--- src/pmc_pkg.sv ---
package pmc_pkg;

  // power management register position in the special function space
  localparam logic [7:0] PMC_CTRL_ADDR = 8'hc4;

  // field positions inside power_mgmt_ctrl
  localparam int PMC_CD_HI = 7;
  localparam int PMC_CD_LO = 6;
  localparam int PMC_SB_BIT = 5;
  localparam int PMC_RSVD_BIT = 4;
  localparam int PMC_XTAL_DIS_BIT = 3;
  localparam int PMC_STROBE_SUPP_BIT = 2;
  localparam int PMC_DME_HI = 1;
  localparam int PMC_DME_LO = 0;

  // reset values
  localparam logic [1:0] PMC_CD_RESET = 2'h1;
  localparam logic PMC_SB_RESET = 1'b0;
  localparam logic PMC_XTAL_DIS_RESET = 1'b0;
  localparam logic PMC_STROBE_SUPP_RESET = 1'b0;
  localparam logic [1:0] PMC_DME_RESET = 2'h0;

  // clock divide select encodings
  typedef enum logic [1:0] {
    PMC_DIV_RSVD = 2'b00,
    PMC_DIV_4 = 2'b01,
    PMC_DIV_64 = 2'b10,
    PMC_DIV_1024 = 2'b11
  } pmc_div_t;

  // data memory map select encodings
  typedef enum logic [1:0] {
    PMC_MAP_EXT = 2'b00,
    PMC_MAP_SRAM = 2'b01,
    PMC_MAP_RSVD = 2'b10,
    PMC_MAP_SCB = 2'b11
  } pmc_map_t;

  // data memory decode boundaries
  localparam logic [15:0] PMC_SRAM_LAST = 16'h03ff;
  localparam logic [15:0] PMC_SCB_ADDR = 16'hfffc;
  localparam logic [4:0] PMC_SCB_RSVD_ONES = 5'h1f;

  // program lock levels
  localparam logic [2:0] PMC_LOCK_NONE = 3'h0;
  localparam logic [2:0] PMC_LOCK_ENCRYPT = 3'h1;
  localparam logic [2:0] PMC_LOCK_NOVERIFY = 3'h3;
  localparam logic [2:0] PMC_LOCK_FULL = 3'h7;

  // crystal warmup length in crystal cycles
  localparam int PMC_WARMUP_CYCLES = 65536;

endpackage : pmc_pkg

--- src/pmc_power_mgmt_memory_config.sv ---
`timescale 1ns/1ps
module pmc_power_mgmt_memory_config
  import pmc_pkg::*;
#(
  parameter int WARMUP_CYCLES = PMC_WARMUP_CYCLES
)
(
  // clock and reset
  input wire logic clk,
  input wire logic rst,
  // special function register port
  input wire logic [7:0] sfr_addr,
  input wire logic sfr_wr,
  input wire logic sfr_rd,
  input wire logic [7:0] sfr_wdata,
  output logic [7:0] sfr_rdata,
  // switchback events
  input wire logic ext_int_ack,
  input wire logic ext_int_is_external,
  input wire logic serial_tx_start,
  input wire logic serial_rx_pin,
  input wire logic instr_start,
  // clock source control
  input wire logic clock_source_select,
  input wire logic xt_select_wr,
  input wire logic xtal_clk_pin,
  output logic crystal_enable,
  output logic crystal_warm_flag,
  output logic xt_select_allowed,
  output logic [1:0] clk_divide_sel,
  // address latch strobe
  input wire logic ale_request,
  input wire logic access_onchip,
  output logic ale_out,
  // data memory decode
  input wire logic data_req,
  input wire logic [15:0] data_addr,
  output logic sel_sram,
  output logic sel_external,
  output logic sel_scb,
  output logic sel_reserved,
  output logic [7:0] scb_rdata,
  // program lock
  input wire logic [2:0] program_lock_level,
  output logic verify_plain,
  output logic verify_encrypted,
  output logic code_read_block,
  output logic ext_data_block,
  output logic ext_exec_block,
  output logic erase_required,
  output logic lock_illegal
);

  logic switchback_enable;
  logic crystal_disable;
  logic latch_strobe_suppress;
  logic [1:0] data_mem_map_sel;
  logic [1:0] next_div;
  logic ctrl_write;
  logic [2:0] rx_sync;
  logic rx_level;
  logic rx_fall;
  logic rx_pending;
  logic int_switch;
  logic rx_switch;
  logic tx_switch;
  logic warm;

  assign ctrl_write = sfr_wr && (sfr_addr == PMC_CTRL_ADDR);

  // three stage receive pin sampler
  always_ff @(posedge clk)
  begin
    if (rst)
      rx_sync <= 3'h7;
    else
      rx_sync <= {rx_sync[1:0], serial_rx_pin};
  end

  // receive line level, updated once stages two and three agree
  always_ff @(posedge clk)
  begin
    if (rst)
      rx_level <= 1'b1;
    else if (rx_sync[2] == rx_sync[1])
      rx_level <= rx_sync[2];
  end

  assign rx_fall = rx_level && !rx_sync[2] && !rx_sync[1];

  // a start bit edge waits for the next instruction boundary
  always_ff @(posedge clk)
  begin
    if (rst)
      rx_pending <= 1'b0;
    else if (rx_fall && switchback_enable)
      rx_pending <= 1'b1;
    else if (instr_start || !switchback_enable)
      rx_pending <= 1'b0;
  end

  // ack only arrives for an enabled, unmasked, vectored interrupt
  assign int_switch = switchback_enable && ext_int_ack && ext_int_is_external;
  assign rx_switch = rx_pending && instr_start;
  assign tx_switch = switchback_enable && serial_tx_start;

  // software write of the divider, with illegal steps dropped
  always_comb
  begin
    next_div = clk_divide_sel;
    if (ctrl_write)
    begin
      next_div = sfr_wdata[PMC_CD_HI:PMC_CD_LO];
      if (next_div == PMC_DIV_RSVD)
        next_div = clk_divide_sel;
      else if (next_div != PMC_DIV_4 && clk_divide_sel != PMC_DIV_4 && next_div != clk_divide_sel)
        next_div = clk_divide_sel;
    end
    if (int_switch || rx_switch || tx_switch)
      next_div = PMC_DIV_4;
  end

  // divider field; hardware switchback outranks a software write in the same cycle
  always_ff @(posedge clk)
  begin
    if (rst)
      clk_divide_sel <= PMC_CD_RESET;
    else
      clk_divide_sel <= next_div;
  end

  // plain control bits of the power management register
  always_ff @(posedge clk)
  begin
    if (rst)
    begin
      switchback_enable <= PMC_SB_RESET;
      latch_strobe_suppress <= PMC_STROBE_SUPP_RESET;
      data_mem_map_sel <= PMC_DME_RESET;
    end
    else if (ctrl_write)
    begin
      switchback_enable <= sfr_wdata[PMC_SB_BIT];
      latch_strobe_suppress <= sfr_wdata[PMC_STROBE_SUPP_BIT];
      data_mem_map_sel <= sfr_wdata[PMC_DME_HI:PMC_DME_LO];
    end
  end

  // crystal disable: a one sticks only while on the ring oscillator
  always_ff @(posedge clk)
  begin
    if (rst)
      crystal_disable <= PMC_XTAL_DIS_RESET;
    else if (ctrl_write)
    begin
      if (!sfr_wdata[PMC_XTAL_DIS_BIT])
        crystal_disable <= 1'b0;
      else if (!clock_source_select)
        crystal_disable <= 1'b1;
    end
  end

  // amplifier runs while the disable bit is zero
  always_ff @(posedge clk)
  begin
    if (rst)
      crystal_enable <= 1'b1;
    else
      crystal_enable <= !crystal_disable;
  end

  // warmup counter restarts whenever the crystal is disabled
  pmc_warmup #(
    .WARMUP_CYCLES(WARMUP_CYCLES)
  ) u_warmup (
    .clk(clk),
    .rst(rst),
    .restart(crystal_disable),
    .xtal_clk_pin(xtal_clk_pin),
    .warm(warm)
  );

  // warm flag and gate for the clock source write
  always_ff @(posedge clk)
  begin
    if (rst)
    begin
      crystal_warm_flag <= 1'b0;
      xt_select_allowed <= 1'b0;
    end
    else
    begin
      crystal_warm_flag <= warm;
      xt_select_allowed <= crystal_warm_flag || !xt_select_wr;
    end
  end

  // register read port; reserved bit four returns zero
  always_ff @(posedge clk)
  begin
    if (rst)
      sfr_rdata <= 8'h0;
    else if (sfr_rd && sfr_addr == PMC_CTRL_ADDR)
    begin
      sfr_rdata <= 8'h0;
      sfr_rdata[PMC_CD_HI:PMC_CD_LO] <= clk_divide_sel;
      sfr_rdata[PMC_SB_BIT] <= switchback_enable;
      sfr_rdata[PMC_RSVD_BIT] <= 1'b0;
      sfr_rdata[PMC_XTAL_DIS_BIT] <= crystal_disable;
      sfr_rdata[PMC_STROBE_SUPP_BIT] <= latch_strobe_suppress;
      sfr_rdata[PMC_DME_HI:PMC_DME_LO] <= data_mem_map_sel;
    end
    else
      sfr_rdata <= 8'h0;
  end

  // strobe: external accesses always strobe, on-chip ones honour the suppress bit
  always_ff @(posedge clk)
  begin
    if (rst)
      ale_out <= 1'b0;
    else
      ale_out <= ale_request && (!access_onchip || !latch_strobe_suppress);
  end

  // data memory decode, one cycle after the request
  always_ff @(posedge clk)
  begin
    if (rst)
    begin
      sel_sram <= 1'b0;
      sel_external <= 1'b0;
      sel_scb <= 1'b0;
      sel_reserved <= 1'b0;
    end
    else
    begin
      sel_sram <= 1'b0;
      sel_external <= 1'b0;
      sel_scb <= 1'b0;
      sel_reserved <= 1'b0;
      if (data_req)
      begin
        case (data_mem_map_sel)
          PMC_MAP_EXT:
            sel_external <= 1'b1;
          PMC_MAP_SRAM:
          begin
            if (data_addr <= PMC_SRAM_LAST)
              sel_sram <= 1'b1;
            else
              sel_external <= 1'b1;
          end
          PMC_MAP_SCB:
          begin
            if (data_addr <= PMC_SRAM_LAST)
              sel_sram <= 1'b1;
            else if (data_addr == PMC_SCB_ADDR)
              sel_scb <= 1'b1;
            else
              sel_reserved <= 1'b1;
          end
          default:
            sel_reserved <= 1'b1;
        endcase
      end
    end
  end

  // control byte data; no write path exists, so software cannot alter it
  always_ff @(posedge clk)
  begin
    if (rst)
      scb_rdata <= 8'h0;
    else if (data_req && data_mem_map_sel == PMC_MAP_SCB && data_addr == PMC_SCB_ADDR)
      scb_rdata <= {PMC_SCB_RSVD_ONES, program_lock_level};
    else
      scb_rdata <= 8'h0;
  end

  // lock level permissions
  pmc_lock_decode u_lock (
    .clk(clk),
    .rst(rst),
    .program_lock_level(program_lock_level),
    .verify_plain(verify_plain),
    .verify_encrypted(verify_encrypted),
    .code_read_block(code_read_block),
    .ext_data_block(ext_data_block),
    .ext_exec_block(ext_exec_block),
    .erase_required(erase_required),
    .lock_illegal(lock_illegal)
  );

endmodule : pmc_power_mgmt_memory_config

--- src/pmc_warmup.sv ---
`timescale 1ns/1ps
module pmc_warmup
  import pmc_pkg::*;
#(
  parameter int WARMUP_CYCLES = PMC_WARMUP_CYCLES
)
(
  // clock and reset
  input wire logic clk,
  input wire logic rst,
  // control
  input wire logic restart,
  // crystal clock pin
  input wire logic xtal_clk_pin,
  // status
  output logic warm
);

  logic [2:0] xtal_sync;
  logic xtal_level;
  logic [16:0] edge_count;

  // three stage sampler; the crystal must run at a quarter of clk or slower to be counted
  always_ff @(posedge clk)
  begin
    if (rst)
      xtal_sync <= 3'h0;
    else
      xtal_sync <= {xtal_sync[1:0], xtal_clk_pin};
  end

  // debounced level changes only when stages two and three agree
  always_ff @(posedge clk)
  begin
    if (rst)
      xtal_level <= 1'b0;
    else if (xtal_sync[2] == xtal_sync[1])
      xtal_level <= xtal_sync[2];
  end

  // count rising crystal edges; restart holds the counter at zero
  always_ff @(posedge clk)
  begin
    if (rst || restart)
    begin
      edge_count <= 17'h0;
      warm <= 1'b0;
    end
    else if (!warm && xtal_sync[2] && xtal_sync[1] && !xtal_level)
    begin
      edge_count <= edge_count + 17'h1;
      if (edge_count == 17'(WARMUP_CYCLES - 1))
        warm <= 1'b1;
    end
  end

endmodule : pmc_warmup

--- src/pmc_lock_decode.sv ---
`timescale 1ns/1ps
module pmc_lock_decode
  import pmc_pkg::*;
(
  // clock and reset
  input wire logic clk,
  input wire logic rst,
  // lock level from the nonvolatile byte
  input wire logic [2:0] program_lock_level,
  // permissions
  output logic verify_plain,
  output logic verify_encrypted,
  output logic code_read_block,
  output logic ext_data_block,
  output logic ext_exec_block,
  output logic erase_required,
  output logic lock_illegal
);

  // registered so the permission outputs never glitch; unknown levels lock hardest
  always_ff @(posedge clk)
  begin
    if (rst)
    begin
      verify_plain <= 1'b0;
      verify_encrypted <= 1'b0;
      code_read_block <= 1'b1;
      ext_data_block <= 1'b1;
      ext_exec_block <= 1'b1;
      erase_required <= 1'b1;
      lock_illegal <= 1'b0;
    end
    else
    begin
      verify_plain <= 1'b0;
      verify_encrypted <= 1'b0;
      code_read_block <= 1'b1;
      ext_data_block <= 1'b1;
      ext_exec_block <= 1'b1;
      erase_required <= 1'b1;
      lock_illegal <= 1'b0;
      case (program_lock_level)
        PMC_LOCK_NONE:
        begin
          verify_plain <= 1'b1;
          code_read_block <= 1'b0;
          ext_data_block <= 1'b0;
          ext_exec_block <= 1'b0;
          erase_required <= 1'b0;
        end
        PMC_LOCK_ENCRYPT:
        begin
          verify_encrypted <= 1'b1;
          ext_data_block <= 1'b0;
          ext_exec_block <= 1'b0;
        end
        PMC_LOCK_NOVERIFY:
        begin
          ext_exec_block <= 1'b0;
        end
        PMC_LOCK_FULL:
        begin
          ext_exec_block <= 1'b1;
        end
        default:
        begin
          lock_illegal <= 1'b1;
        end
      endcase
    end
  end

endmodule : pmc_lock_decode

--- config.mk ---
export PLATFORM = sky130hd
export DESIGN_NAME = pmc_power_mgmt_memory_config
export DESIGN_NICKNAME = d
export VERILOG_FILES = /design/src/pmc_pkg.sv /design/src/pmc_power_mgmt_memory_config.sv /design/src/pmc_warmup.sv /design/src/pmc_lock_decode.sv
export SDC_FILE = /design/constraint.sdc
export NUM_CORES = 1
export LEC_CHECK = 0
export BUFFER_PORTS_ARGS = -buffer_cell sky130_fd_sc_hd__clkbuf_2
export CAP_MARGIN = 20
export CORE_AREA = 10 10 75 77
export CTS_BUF_LIST = sky130_fd_sc_hd__clkbuf_4
export CTS_CLUSTER_DIAMETER = 150
export DETAILED_ROUTE_END_ITERATION = 7
export DIE_AREA = 0 0 85 87
export PLACE_DENSITY = 0.82
export SLEW_MARGIN = 30
export SYNTH_ARGS = -nofsm -noshare
export SYNTH_HDL_FRONTEND = slang
export SYNTH_SLANG_ARGS = --single-unit
--- constraint.sdc ---
create_clock -name clk -period 3.8 [get_ports clk]
set_clock_uncertainty 0.2 [all_clocks]
set_input_delay 0.76 -clock clk [delete_from_list [all_inputs] [get_ports clk]]
set_output_delay 0.76 -clock clk [all_outputs]
set_load 0.01 [all_outputs]
Word-level counts from Yosys, hierarchy flattened
Index checks and enable logic that the tools add are counted.
Storage, ports and cells
  bits in registers: 64
  logic and storage cells: 121
Cells by class
  add/sub/neg operators: 1
  order comparisons: 1
  equality and inequality tests: 14
  multiplexer cells: 18
  bitwise operators: 7
  reduce and logical (&&, ||, !) cells: 50
Operator list (number)
  17-bit by 1-bit adder with 17-bit output (second input constant): 1
  17-bit by 16-bit == test with 1-bit output (second input constant): 1
  1-bit logical AND: 17
  16-bit == test (second input constant): 1
  16-bit by 10-bit less-or-equal comparator with 1-bit output (second input constant): 1
  1-bit two-way mux: 15
  2-bit OR reduction: 7
  1-bit zero test: 9
  8-bit == test (second input constant): 1
  8-bit two-way mux: 1
  4-bit OR reduction: 2
  1-bit inverter: 7
  1-bit logical OR: 6
  3-bit OR reduction: 2
  2-bit zero test: 2
  2-bit by 1-bit inequality test with 1-bit output (second input constant): 2
  1-bit case mux with 2 select lines: 2
  2-bit AND reduction: 2
  3-bit by 1-bit == test with 1-bit output (second input constant): 1
  3-bit by 2-bit == test with 1-bit output (second input constant): 1
  3-bit == test (second input constant): 1
  3-bit zero test: 1
  3-bit AND reduction: 1
  1-bit == test: 2
  other kinds (5): 5

Longest topological paths before layout
Gate-level depths: netlist (run 1).
  depth after elaboration: 5
  mapped depth: 7
  gate-level depth less buffers: 7

By module
From an unflattened synthesis (run 1), not the netlist that was laid out.
Unflattened totals
  cell total of the unflattened synthesis: 252
  area, all modules: 2377.3 um2
By module, submodules not included
  pmc_power_mgmt_memory_config: instances 1, cells each 129, area each 1252.5 um2
  pmc_warmup: instances 1, cells each 106, area each 934.6 um2
  pmc_lock_decode: instances 1, cells each 17, area each 190.2 um2

Worst setup path after synthesis (run 1)
Ideal clock, no wire load.
  kind: input to register
  from: input sfr_addr[1]
  to: register clk_divide_sel[0]
  setup time: 0.143 ns
  arrival: 1.788 ns
  path slack: 1.669 ns
  stages on the path: 4
  cell sequence: nor4b_1 > nand3_1 > o31ai_1 > o311ai_0
On the way
  word-level cells in the longest chain between the ends: 3
Ends and longest elaborated chain
  start: declaration: RTL line pmc_power_mgmt_memory_config.sv:12  | input wire logic [7:0] sfr_addr,
  8-bit == test: RTL line pmc_power_mgmt_memory_config.sv:69  | assign ctrl_write = sfr_wr && (sfr_addr == PMC_CTRL_ADDR);
  1-bit logical AND: RTL line pmc_power_mgmt_memory_config.sv:69
  3-bit AND reduction (no line)
  end signal: assignment: RTL line pmc_power_mgmt_memory_config.sv:129  | clk_divide_sel <= next_div;
  end: declaration: RTL line pmc_power_mgmt_memory_config.sv:30  | output logic [1:0] clk_divide_sel,
No other way between the ends.
A chain may end at the register's enable or synchronous reset.

Final worst setup path (run 1)
  from: input sfr_addr[1]
  to: register sfr_rdata[3]
On the way
  word-level cells in the longest chain between the ends: 4
Ends and longest elaborated chain
  8-bit == test: RTL line pmc_power_mgmt_memory_config.sv:203  | else if (sfr_rd && sfr_addr == PMC_CTRL_ADDR)
  1-bit logical AND: RTL line pmc_power_mgmt_memory_config.sv:203
  1-bit inverter (no line)
  2-bit OR reduction (no line)
  end signal: indexed assignment: RTL line pmc_power_mgmt_memory_config.sv:206  | sfr_rdata[PMC_CD_HI:PMC_CD_LO] <= clk_divide_sel;
  end signal: indexed assignment: RTL line pmc_power_mgmt_memory_config.sv:207  | sfr_rdata[PMC_SB_BIT] <= switchback_enable;
  end signal: indexed assignment: RTL line pmc_power_mgmt_memory_config.sv:209  | sfr_rdata[PMC_XTAL_DIS_BIT] <= crystal_disable;
  end: declaration: RTL line pmc_power_mgmt_memory_config.sv:16  | output logic [7:0] sfr_rdata,
No other way between the ends.

==> results by group, run 1 <==
Status
  – Run status: finished clean

Timing
  – Final TNS setup: 0 ps
  – FMAX: 470 MHz
  – Final Hold Viols: 0
  – Tightest Pin Transition: 720 ps
  – Final setup vio count: 0
  – Post-layout minimum cycle time: 2130 ps
  – Max Slew Vio Count: 0
  – RSZ-0062 raised after global routing: false
  – Worst Hold Margin: 220 ps
  – Relative slew slack: 0.519
  – Crit share post-route: 0.560

Logic synthesis
  – Post-synth top area share: 0.535
  – Largest cells by area after synthesis: dfxtp_1 54%, nor2_1 3.9%, a21oi_1 3.4%
  – Synth Area per Inst: 9.51 um^2
  – Yosys cell types: 42
  – Top cells by count, synth: 59 x dfxtp_1, 23 x nor2_1, 19 x nand2_1
  – Mapped Area: 2210 um^2
  – Main synth FF type: dfxtp_1
  – Number of synthesized flops with an enable pin: 0
  – Yosys top cell by area: dfxtp_1
  – Syn Inst Count: 232
  – Syn_nets: 284
  – Syn. warnings: 0
  – Register bit total from synthesis: 59
  – Async set-or-reset flop fraction in the synthesized netlist: 0
  – Count leader, synth: dfxtp_1
  – Register area share after synthesis: 0.535

Die
  – Core area: 4230 um^2
  – Die Y: 87 um
  – FP Rows: 24
  – Die Wd: 85 um
  – Full die area: 7400 um^2
  – # IOs: 83
  – Initial cell density of the core: 0.521

Setup path
  – Crit-path max cell delay: 640 ps
  – Required time of the critical path: 3920 ps
  – Worst reg2reg endpoint: u_warmup.edge_count[13]
  – Data arrival time of the critical path: 2250 ps
  – Setup crit start kind: input pin
  – Setup crit end kind: flop
  – Crit Path Max Fanout: 7
  – R2r setup slk: 1870 ps
  – CP cell instances: clkbuf_2 -> nor4b_1 -> nand2_1 -> nor3b_1 -> and2_1
  – Kind of critical path: input pin to flop
  – Slowest-stage cell, CP: nor3b_1
  – Critical R2R Launch: u_warmup.warm
  – FF-to-FF path depth: 4

Route
  – 1st-pass router iterations: 6
  – Number of vias per cell: 5.12
  – WL/cell: 13.3 um
  – Final Routed Wirelength: 4900 um
  – Antenna viol nets, final: 0
  – Remaining DRCs: 0
  – Vias: 1,884
  – First DRT Iteration DRCs: 75

Global routing
  – First-pass GRT wire length: 7960 um
  – Initial antenna violation count: 0
  – Largest net degree at the start of global routing: 22
  – Vias in the first global route: 1,791
  – All-Layer GR Usage: 0.133
  – Gr ovfl total: 0

Hold path
  – Min-Delay Startpoint: rx_sync[0]
  – Hold Crit Class: flop to flop
  – Hold Path Cell Cnt: 1
  – Min-Delay Endpoint: rx_sync[1]

Clock tree
  – Clock Sink Count: 59
  – Post-CTS Hold Buffers: 0
  – H-tree levels: 3
  – Post-CTS setup buffers: 0
  – CTS root buffer: clkbuf_4
  – Num CTS Buffers: 9
  – Bufs on Longest Clock Path: 2
  – Post_cts resized: 0
  – Clock latency on the worst-skew pair: 380 ps
  – CTS tree: yes
  – Clk slew on worst S/H paths: 90 ps

Finish
  – Final Cell Area: 2700 um^2
  – Share of cells above drive strength 1: 0.326
  – Fin cells: 368
  – Final core occ: 0.639
  – Diode count: 0
  – Nets: 363
  – Area growth, synth to finish: 22.5%

Flow run
  – Max-cap violations: 0

Pwr
  – P_leak: 1.24 nW
  – PD cells: 385 nW/um^2
  – Worst VDD drop: 0.000196 V

Place
  – Placed inst area: 2600 um^2
  – I/O Buffers: 80
  – Dpl hpwl: 3820 um
  – Routability cong.: 0.777
  – Placed Cells incl. Taps: 352
-- how the worst max path moves through the flow --
stage                 from                end  slack (ps)
3_3_place_gp   sfr_addr[1]       sfr_rdata[0]        1370
3_5_place_dp   sfr_addr[1]       sfr_rdata[3]        1250
5_1_grt        sfr_addr[1]       sfr_rdata[6]        1590
6_report       sfr_addr[1]       sfr_rdata[3]        1670
4_1_cts        sfr_addr[1]       sfr_rdata[3]        1670
2_1_floorplan  sfr_addr[1]  clk_divide_sel[0]        1670
-- area by class of cell --
type	instances	area (um^2)
sequential	59	1180
multi-input combinational	148	901
clock inverter	4	17.5
clock buffer	12	90.1
tap	52	65.1
timing repair buffer	80	400
inverter	13	48.8
fill	358	1530
-- metrics by stage --
stage / power [W] / worst slack [ps]
2_1_floorplan: 0.000663 / 1670
3_3_place_gp: 0.000695 / 1370
3_5_place_dp: 0.000696 / 1250
4_1_cts: 0.00105 / 1670
5_1_grt: 0.00109 / 1590
6_report: 0.00104 / 1670
-- state kept, by name, indices dropped and copies added, names as in the netlist, 2 cells and up --
signal,flops
rx_sync,3
data_mem_map_sel,2
u_warmup.xtal_sync,3
sfr_rdata,7
u_warmup.edge_count,17
clk_divide_sel,2
scb_rdata,4
-- per-layer routing --
| layer | global-route usage | share of wire |
|---|---|---|
| met1 | 0.130 | 0.39 |
| met2 | 0.230 | 0.51 |
| met3 | 0.0571 | 0.085 |
| met4 | 0.0749 | 0.017 |
| met5 | 0 | 0 |
-- cell usage in the layout (no fill, tap or decap), types with 5 or more instances in the layout --
master,Yosys,layout
nand2_1,19,19
a21oi_1,15,15
clkbuf_4,0,12
xor2_1,6,6
nand3_1,8,8
o21ai_0,6,6
and3_1,5,5
and2_1,9,9
nand4_1,6,6
inv_1,13,13
nor2_1,23,23
dfxtp_1,59,59
clkbuf_2,0,80
mux2i_1,5,5
or4_1,5,5
o31ai_1,6,6
-- critical path, delay by kind of cell --
family / cells / cell delay (ps)
buffers and inverters: 1 / 80
AND/OR/NAND/NOR: 4 / 1400
-- cells by family after synthesis --
kind of cell	share of synthesized area
simple gates	0.252
flops	0.535
compound gates	0.0924
buf+inv	0.0567
xor+xnor	0.0278
mux	0.0227
fa+ha+maj	0.0113
other cells	0.00170
-- where the power goes --
| group | internal [W] | switching [W] |
|---|---|---|
| Combinational | 0.0000280 | 0.0000264 |
| Sequential | 0.000625 | 0.00000235 |
| Clock | 0.000151 | 0.000209 |
| Total | 0.000804 | 0.000238 |
(Power assumes the default switching activity.)
==> run 2: changes to the inputs <==
--- a/config.mk
+++ b/config.mk
@@ -7,12 +7,12 @@
 export LEC_CHECK = 0
 export BUFFER_PORTS_ARGS = -buffer_cell sky130_fd_sc_hd__clkbuf_2
 export CAP_MARGIN = 20
-export CORE_AREA = 10 10 75 77
+export CORE_AREA = 10 10 82 84
 export CTS_BUF_LIST = sky130_fd_sc_hd__clkbuf_4
 export CTS_CLUSTER_DIAMETER = 150
 export DETAILED_ROUTE_END_ITERATION = 7
-export DIE_AREA = 0 0 85 87
-export PLACE_DENSITY = 0.82
+export DIE_AREA = 0 0 92 94
+export PLACE_DENSITY = 0.71
 export SLEW_MARGIN = 30
 export SYNTH_ARGS = -nofsm -noshare
 export SYNTH_HDL_FRONTEND = slang
==> constraint.sdc (replaced) <==
create_clock -name clk -period 1.9 [get_ports clk]
set_clock_uncertainty 0.2 [all_clocks]
set_input_delay 0.38 -clock clk [delete_from_list [all_inputs] [get_ports clk]]
set_output_delay 0.38 -clock clk [all_outputs]
set_load 0.01 [all_outputs]
==> run 2 against run 1 <==
Against the previous run: sequential share of layout area is 3.1 points lower; die area is 17% higher; cell area is 7.7% higher; clock-buffer cell count is 2 lower; sequential power is 100% higher; register-to-register slack worse by 1800 ps; worst hold slack worse by 190 ps; non-clock buffer count is 14 higher; global-route usage is 1.1 points lower; via count is 1.4% higher; sequential cell count stayed put; largest power group unchanged; highest routed layer unchanged.
==> results by group, run 2 (synthesis gave the netlist of run 1 again) <==
Status
  – Run status: finished clean

Hold path
  – Min-Delay Endpoint: switchback_enable
  – Min-Delay Startpoint: sfr_wdata[5]
  – Hold Path Cell Cnt: 3 (+2)
  – Hold Crit Class: input pin to flop

Place
  – Pre-CTS setup slack: 58.3 ps (-1190 ps)
  – Dpl hpwl: 3890 um (+1.8%)
  – I/O Buffers: 80 (unchanged)
  – Routability cong.: 0.767 (-1.2%)
  – Placed inst area: 2690 um^2 (+3.8%)
  – Placed Cells incl. Taps: 380 (+8.0%)

Route
  – Antenna viol nets, final: 0 (unchanged)
  – Number of vias per cell: 4.78 (-6.7%)
  – Vias: 1,911 (+1.4%)
  – First DRT Iteration DRCs: 47 (-37%)
  – 1st-pass router iterations: 4 (-2)
  – Remaining DRCs: 0 (unchanged)
  – WL/cell: 12.4 um (-6.9%)
  – Final Routed Wirelength: 4960 um (+1.2%)

Setup path
  – Setup crit end kind: flop
  – Slowest-stage cell, CP: or3_2
  – Crit-path max cell delay: 450 ps (-190 ps)
  – Worst reg2reg endpoint: u_warmup.edge_count[11]
  – Crit Path Max Fanout: 9 (+2)
  – Kind of critical path: flop to flop
  – CP delay by family, top: simple AND/OR/NAND/NOR gates
  – Data arrival time of the critical path: 1910 ps (-340 ps)
  – Number of buffers and inverters on the critical path: 0 (-1)
  – FF-to-FF path depth: 4 (unchanged)
  – Critical R2R Launch: u_warmup.warm
  – R2r setup slk: 100 ps (-1770 ps)
  – CP cell instances: and4bb_2 -> nand2_1 -> or3_2 -> a21oi_1
  – Setup crit start kind: flop
  – Required time of the critical path: 2010 ps (-1910 ps)

Finish
  – FF+latch area: 1180 um^2 (unchanged)
  – Final core occ: 0.574 (-0.0646)
  – Multi-input combinational cell area: 901 um^2 (unchanged)
  – Register with the most flip-flops: u_warmup.edge_count
  – Most frequent cells in the layout: 80 x clkbuf_2, 59 x dfxtp_1, 23 x nor2_1
  – Top flop regs: u_warmup.edge_count x17, sfr_rdata x7, scb_rdata x4
  – Nets: 377 (+3.9%)
  – Max FFs per register: 17 (unchanged)
  – Final Cell Area: 2910 um^2 (+7.7%)
  – Most common cell after layout, fill and taps aside: clkbuf_2
  – Area growth, synth to finish: 32.0%
  – Diode count: 0 (unchanged)
  – Fillers: 468 (+31%)
  – Fin cells: 400 (+8.7%)
  – Share of cells above drive strength 1: 0.345 (+0.0195)

Timing
  – FMAX: 556 MHz
  – RSZ-0062 raised after global routing: false
  – Final Hold Viols: 0 (unchanged)
  – Final TNS setup: 0 ps (unchanged)
  – Final setup vio count: 0 (unchanged)
  – Max Slew Vio Count: 0 (unchanged)
  – Final Worst Setup Slack: 100 ps (-1570 ps)
  – Crit share post-route: 0.947
  – Post-layout minimum cycle time: 1800 ps

Pwr
  – P_leak: 1.34 nW (+7.9%)
  – PD cells: 853 nW/um^2 (+120%)
  – Worst VDD drop: 0.000451 V (+130%)

Die
  – FP Rows: 26 (+8.3%)
  – Die Wd: 92 um (+8.2%)
  – Initial cell density of the core: 0.435 (-0.0864)
  – Core area: 5070 um^2 (+20%)
  – Die Y: 94 um (+8.0%)
  – Full die area: 8650 um^2 (+17%)
  – # IOs: 83 (unchanged)

Clock tree
  – Bufs on Longest Clock Path: 2 (unchanged)
  – H-tree levels: 3 (unchanged)
  – CTS tree: yes
  – Clock latency on the worst-skew pair: 380 ps (about the same)
  – Clock Sink Count: 59 (unchanged)
  – CTS root buffer: clkbuf_4
  – Num CTS Buffers: 9 (unchanged)
  – Clk slew on worst S/H paths: 100 ps (about the same)
  – Post_cts resized: 0 (unchanged)

Global routing
  – All-Layer GR Usage: 0.122 (-0.0110)
  – First-pass GRT wire length: 8590 um (+7.9%)
  – Gr ovfl total: 0 (unchanged)
  – Largest net degree at the start of global routing: 18 (-18%)
  – Initial antenna violation count: 0 (unchanged)
  – Vias in the first global route: 1,978 (+10%)

Flow run
  – Max-cap violations: 0 (unchanged)
-- run 2: layout make-up --
type / count / area share
sequential: 59 / 0.405
multi-input combinational: 148 / 0.309
inverter: 13 / 0.0168
timing repair buffer: 94 / 0.177
clock inverter: 6 / 0.0357
clock buffer: 10 / 0.0258
tap: 70 / 0.0301
-- run 2: worst min-delay path, delay by kind of cell --
kind / cells / cell delay (ps)
simple gates: 1 / 70
mux: 1 / 50
buf+inv: 1 / 80
-- run 2: worst max-delay path by stage --
stage / start / depth (start not counted) / slack [ps] / to
after floorplan: sfr_addr[1] / 4 / 150 / clk_divide_sel[0]
after global placement: sfr_addr[1] / 6 / 90 / crystal_disable
after detailed placement: sfr_addr[1] / 6 / 60 / crystal_disable
after CTS: u_warmup.warm / 4 / 100 / u_warmup.edge_count[11]
after global routing: u_warmup.xtal_sync[1] / 4 / 20 / u_warmup.edge_count[15]
final: u_warmup.warm / 4 / 100 / u_warmup.edge_count[11]
-- run 2: where the power goes --
group	total, W	internal, W	switching, W
Combinational	0.000121	0.0000670	0.0000543
Clock	0.00111	0.000673	0.000434
Sequential	0.00126	0.00125	0.00000540
-- run 2: timing repair --
action                                 CTS  global route
buffers inserted                         0             0
endpoints found under the hold margin    4             0
hold buffers                             4             0
-- run 2: routing by layer --
metal	up-vias	wire, um	global-route usage
met5	-	0	0
met3	8	417	0.0536
met1	863	2000	0.117
li1	983	-	-
met2	57	2460	0.215
met4	0	85	0.0656
-- run 2: stage by stage --
step,hold slack [ps],total power (W)
2_1_floorplan,188,0.00133
3_3_place_gp,194,0.00140
3_5_place_dp,201,0.00140
4_1_cts,5.78,0.00252
5_1_grt,8.39,0.00261
6_report,29.6,0.00248
==> run 3: changes to the inputs <==
==> constraint.sdc (replaced) <==
create_clock -name clk -period 1.5 [get_ports clk]
set_clock_uncertainty 0.2 [all_clocks]
set_input_delay 0.3 -clock clk [delete_from_list [all_inputs] [get_ports clk]]
set_output_delay 0.3 -clock clk [all_outputs]
set_load 0.01 [all_outputs]
==> run 3 against run 2 <==
Against the previous run: the run now ends with negative setup slack left; core utilization up 10 points; non-clock buffer count grew 46; critical endpoint is now u_warmup.edge_count[6]; first-iteration DRC count rose by 110%; wire length rose by 24%; critical path depth unchanged; clock power is essentially flat; power increased by 16%; fmax up 5.6%; cell count grew 12%.
==> results by group, run 3 (synthesis gave the netlist of run 1 again) <==
Status
  – Run status: finished, violations left
  – Failing checks: negative setup slack

Pwr
  – Sw frac: 0.240 (+0.0413)
  – P_leak: 1.63 nW (+21%)
  – Clock share of power: 0.380 (-0.066)
  – Worst VDD drop: 0.000737 V (+64%)
  – Seq pwr share: 0.550 (+0.045)
  – PD cells: 841 nW/um^2 (-1.4%)
  – Comb power frac: 0.070 (+0.021)
  – Psw: 0.000694 W (+41%)
  – Int Power: 0.00220 W (+10%)

Setup path
  – Slowest-stage cell, CP: or4_4
  – Kind of critical path: flop to flop
  – R2r setup slk: -200 ps (-310 ps)
  – Critical R2R Launch: u_warmup.xtal_level
  – CP cell instances: and4bb_4 -> nand3_4 -> or4_4 -> o21ai_1
  – Setup crit start kind: flop
  – Worst reg2reg endpoint: u_warmup.edge_count[6]
  – Crit Path Max Fanout: 6 (-3)
  – Setup crit end kind: flop
  – Crit-path max cell delay: 480 ps (+30 ps)
  – FF-to-FF path depth: 4 (unchanged)
  – Data arrival time of the critical path: 1830 ps (-80 ps)
  – Critical path origin: u_warmup.xtal_level
  – Required time of the critical path: 1630 ps (-380 ps)

Route
  – First DRT Iteration DRCs: 100 (+110%)
  – WL/cell: 13.8 um (+11%)
  – Final Routed Wirelength: 6140 um (+24%)
  – Remaining DRCs: 0 (unchanged)
  – Number of vias per cell: 4.79 (+0.34%)
  – 1st-pass router iterations: 4 (unchanged)
  – Antenna viol nets, final: 0 (unchanged)
  – Vias: 2,138 (+12%)

Clock tree
  – Num CTS Buffers: 9 (unchanged)
  – H-tree levels: 3 (unchanged)
  – Clock latency on the worst-skew pair: 400 ps (+20 ps)
  – CTS root buffer: clkbuf_4
  – CTS tree: yes
  – Clk slew on worst S/H paths: 110 ps (about the same)
  – Bufs on Longest Clock Path: 2 (unchanged)
  – Clock Sink Count: 59 (unchanged)

Place
  – Routability cong.: 0.818 (+6.6%)
  – Dpl hpwl: 4180 um (+7.6%)
  – Pre-CTS setup slack: -174 ps (-232 ps)
  – Placed Cells incl. Taps: 400 (+5.3%)
  – I/O Buffers: 80 (unchanged)

Timing
  – Final Hold Viols: 0 (unchanged)
  – Crit share post-route: 1.14 (+0.189)
  – Worst Hold Margin: 25.5 ps (-4.11 ps)
  – FMAX: 587 MHz (+5.6%)
  – RSZ-0062 raised after global routing: true
  – Final setup vio count: 15 (+15)
  – Final Worst Setup Slack: -205 ps (-305 ps)
  – Post-layout minimum cycle time: 1700 ps (-94.9 ps)
  – Final TNS setup: -1590 ps (-1590 ps)
  – Max Slew Vio Count: 0 (unchanged)

Finish
  – Fillers: 407 (-13%)
  – Max FFs per register: 17 (unchanged)
  – Nets: 423 (+12%)
  – Area growth, synth to finish: 55.8%
  – Fin cells: 446 (+12%)
  – Diode count: 0 (unchanged)
  – Register with the most flip-flops: u_warmup.edge_count
  – Final core occ: 0.678 (+0.104)
  – Most common cell after layout, fill and taps aside: clkbuf_2
  – Share of cells above drive strength 1: 0.479 (+0.133)
  – Top flop regs: u_warmup.edge_count x17, sfr_rdata x7, scb_rdata x4
  – Most frequent cells in the layout: 80 x clkbuf_2, 48 x dfxtp_1, 37 x buf_4

Flow run
  – Max-cap violations: 0 (unchanged)

Global routing
  – Gr ovfl total: 0 (unchanged)
  – All-Layer GR Usage: 0.143 (+0.0214)
  – Vias in the first global route: 2,133 (+7.8%)
  – Largest net degree at the start of global routing: 18 (unchanged)
  – First-pass GRT wire length: 9940 um (+16%)
  – Initial antenna violation count: 0 (unchanged)

Hold path
  – Min-Delay Startpoint: data_addr[1]
  – Hold Path Cell Cnt: 4 (+1)
  – Min-Delay Endpoint: scb_rdata[6]
  – Hold Crit Class: input pin to flop

Die
  – Full die area: 8650 um^2 (unchanged)
  – FP Rows: 26 (unchanged)
  – Die Wd: 92 um (unchanged)
  – # IOs: 83 (unchanged)
  – Initial cell density of the core: 0.435 (unchanged)
  – Die Y: 94 um (unchanged)
  – Core area: 5070 um^2 (unchanged)
-- run 3: final cells by class --
class	instances	area, um^2	area share
Timing Repair Buffer	140	918	0.267
Sequential cell	59	1190	0.348
Clock inverter	7	68.8	0.0200
Inverter	13	48.8	0.0142
Tap cell	70	87.6	0.0255
Multi-Input combinational cell	148	1050	0.306
Clock buffer	9	67.6	0.0197
-- run 3: worst max-delay path by stage --
stage / end / slack [ps] / cells after the start
global route: u_warmup.edge_count[6] / -240 / 4
global placement: u_warmup.edge_count[11] / -140 / 4
CTS: u_warmup.edge_count[6] / -150 / 4
floorplan: u_warmup.edge_count[15] / -160 / 5
finish: u_warmup.edge_count[6] / -200 / 4
detailed placement: u_warmup.edge_count[16] / -170 / 6
-- run 3: through the flow --
step                      instance area [um^2]  power (W)
final                                     3440    0.00289
after global placement                    2900    0.00178
after global routing                      3440    0.00302
after CTS                                 3290    0.00291
after floorplan                           2270    0.00169
after detailed placement                  2900    0.00179
-- run 3: repair_timing --
action / 4_1_cts / 5_1_grt
pin swaps: 7 / 9
endpoints found under the setup margin: 13 / 27
setup buffers: 8 / 6
endpoints found under the hold margin: 22 / 0
hold buffers: 17 / 0
gates resized for setup: 12 / 25
-- run 3: power by group through the flow --
stage	clock network (W)	registers, W	logic [W]
floorplan	0	0.00163	0.0000548
global route	0.00121	0.00159	0.000219
finish	0.00110	0.00159	0.000201
CTS	0.00112	0.00159	0.000198
detailed placement	0	0.00163	0.000163
global placement	0	0.00163	0.000159
-- run 3: worst max-delay path, delay by kind of cell (launching register included) --
kind            cells  cell delay [ps]
flops               1              330
simple gates        3              990
compound gates      1              100
-- run 3: metal layers --
metal,part of all wire,up-vias,global-route usage
li1,-,1079,-
met1,0.41,967,0.149
met2,0.49,75,0.246
met3,0.082,17,0.0584
met4,0.023,0,0.0694
met5,0,-,0
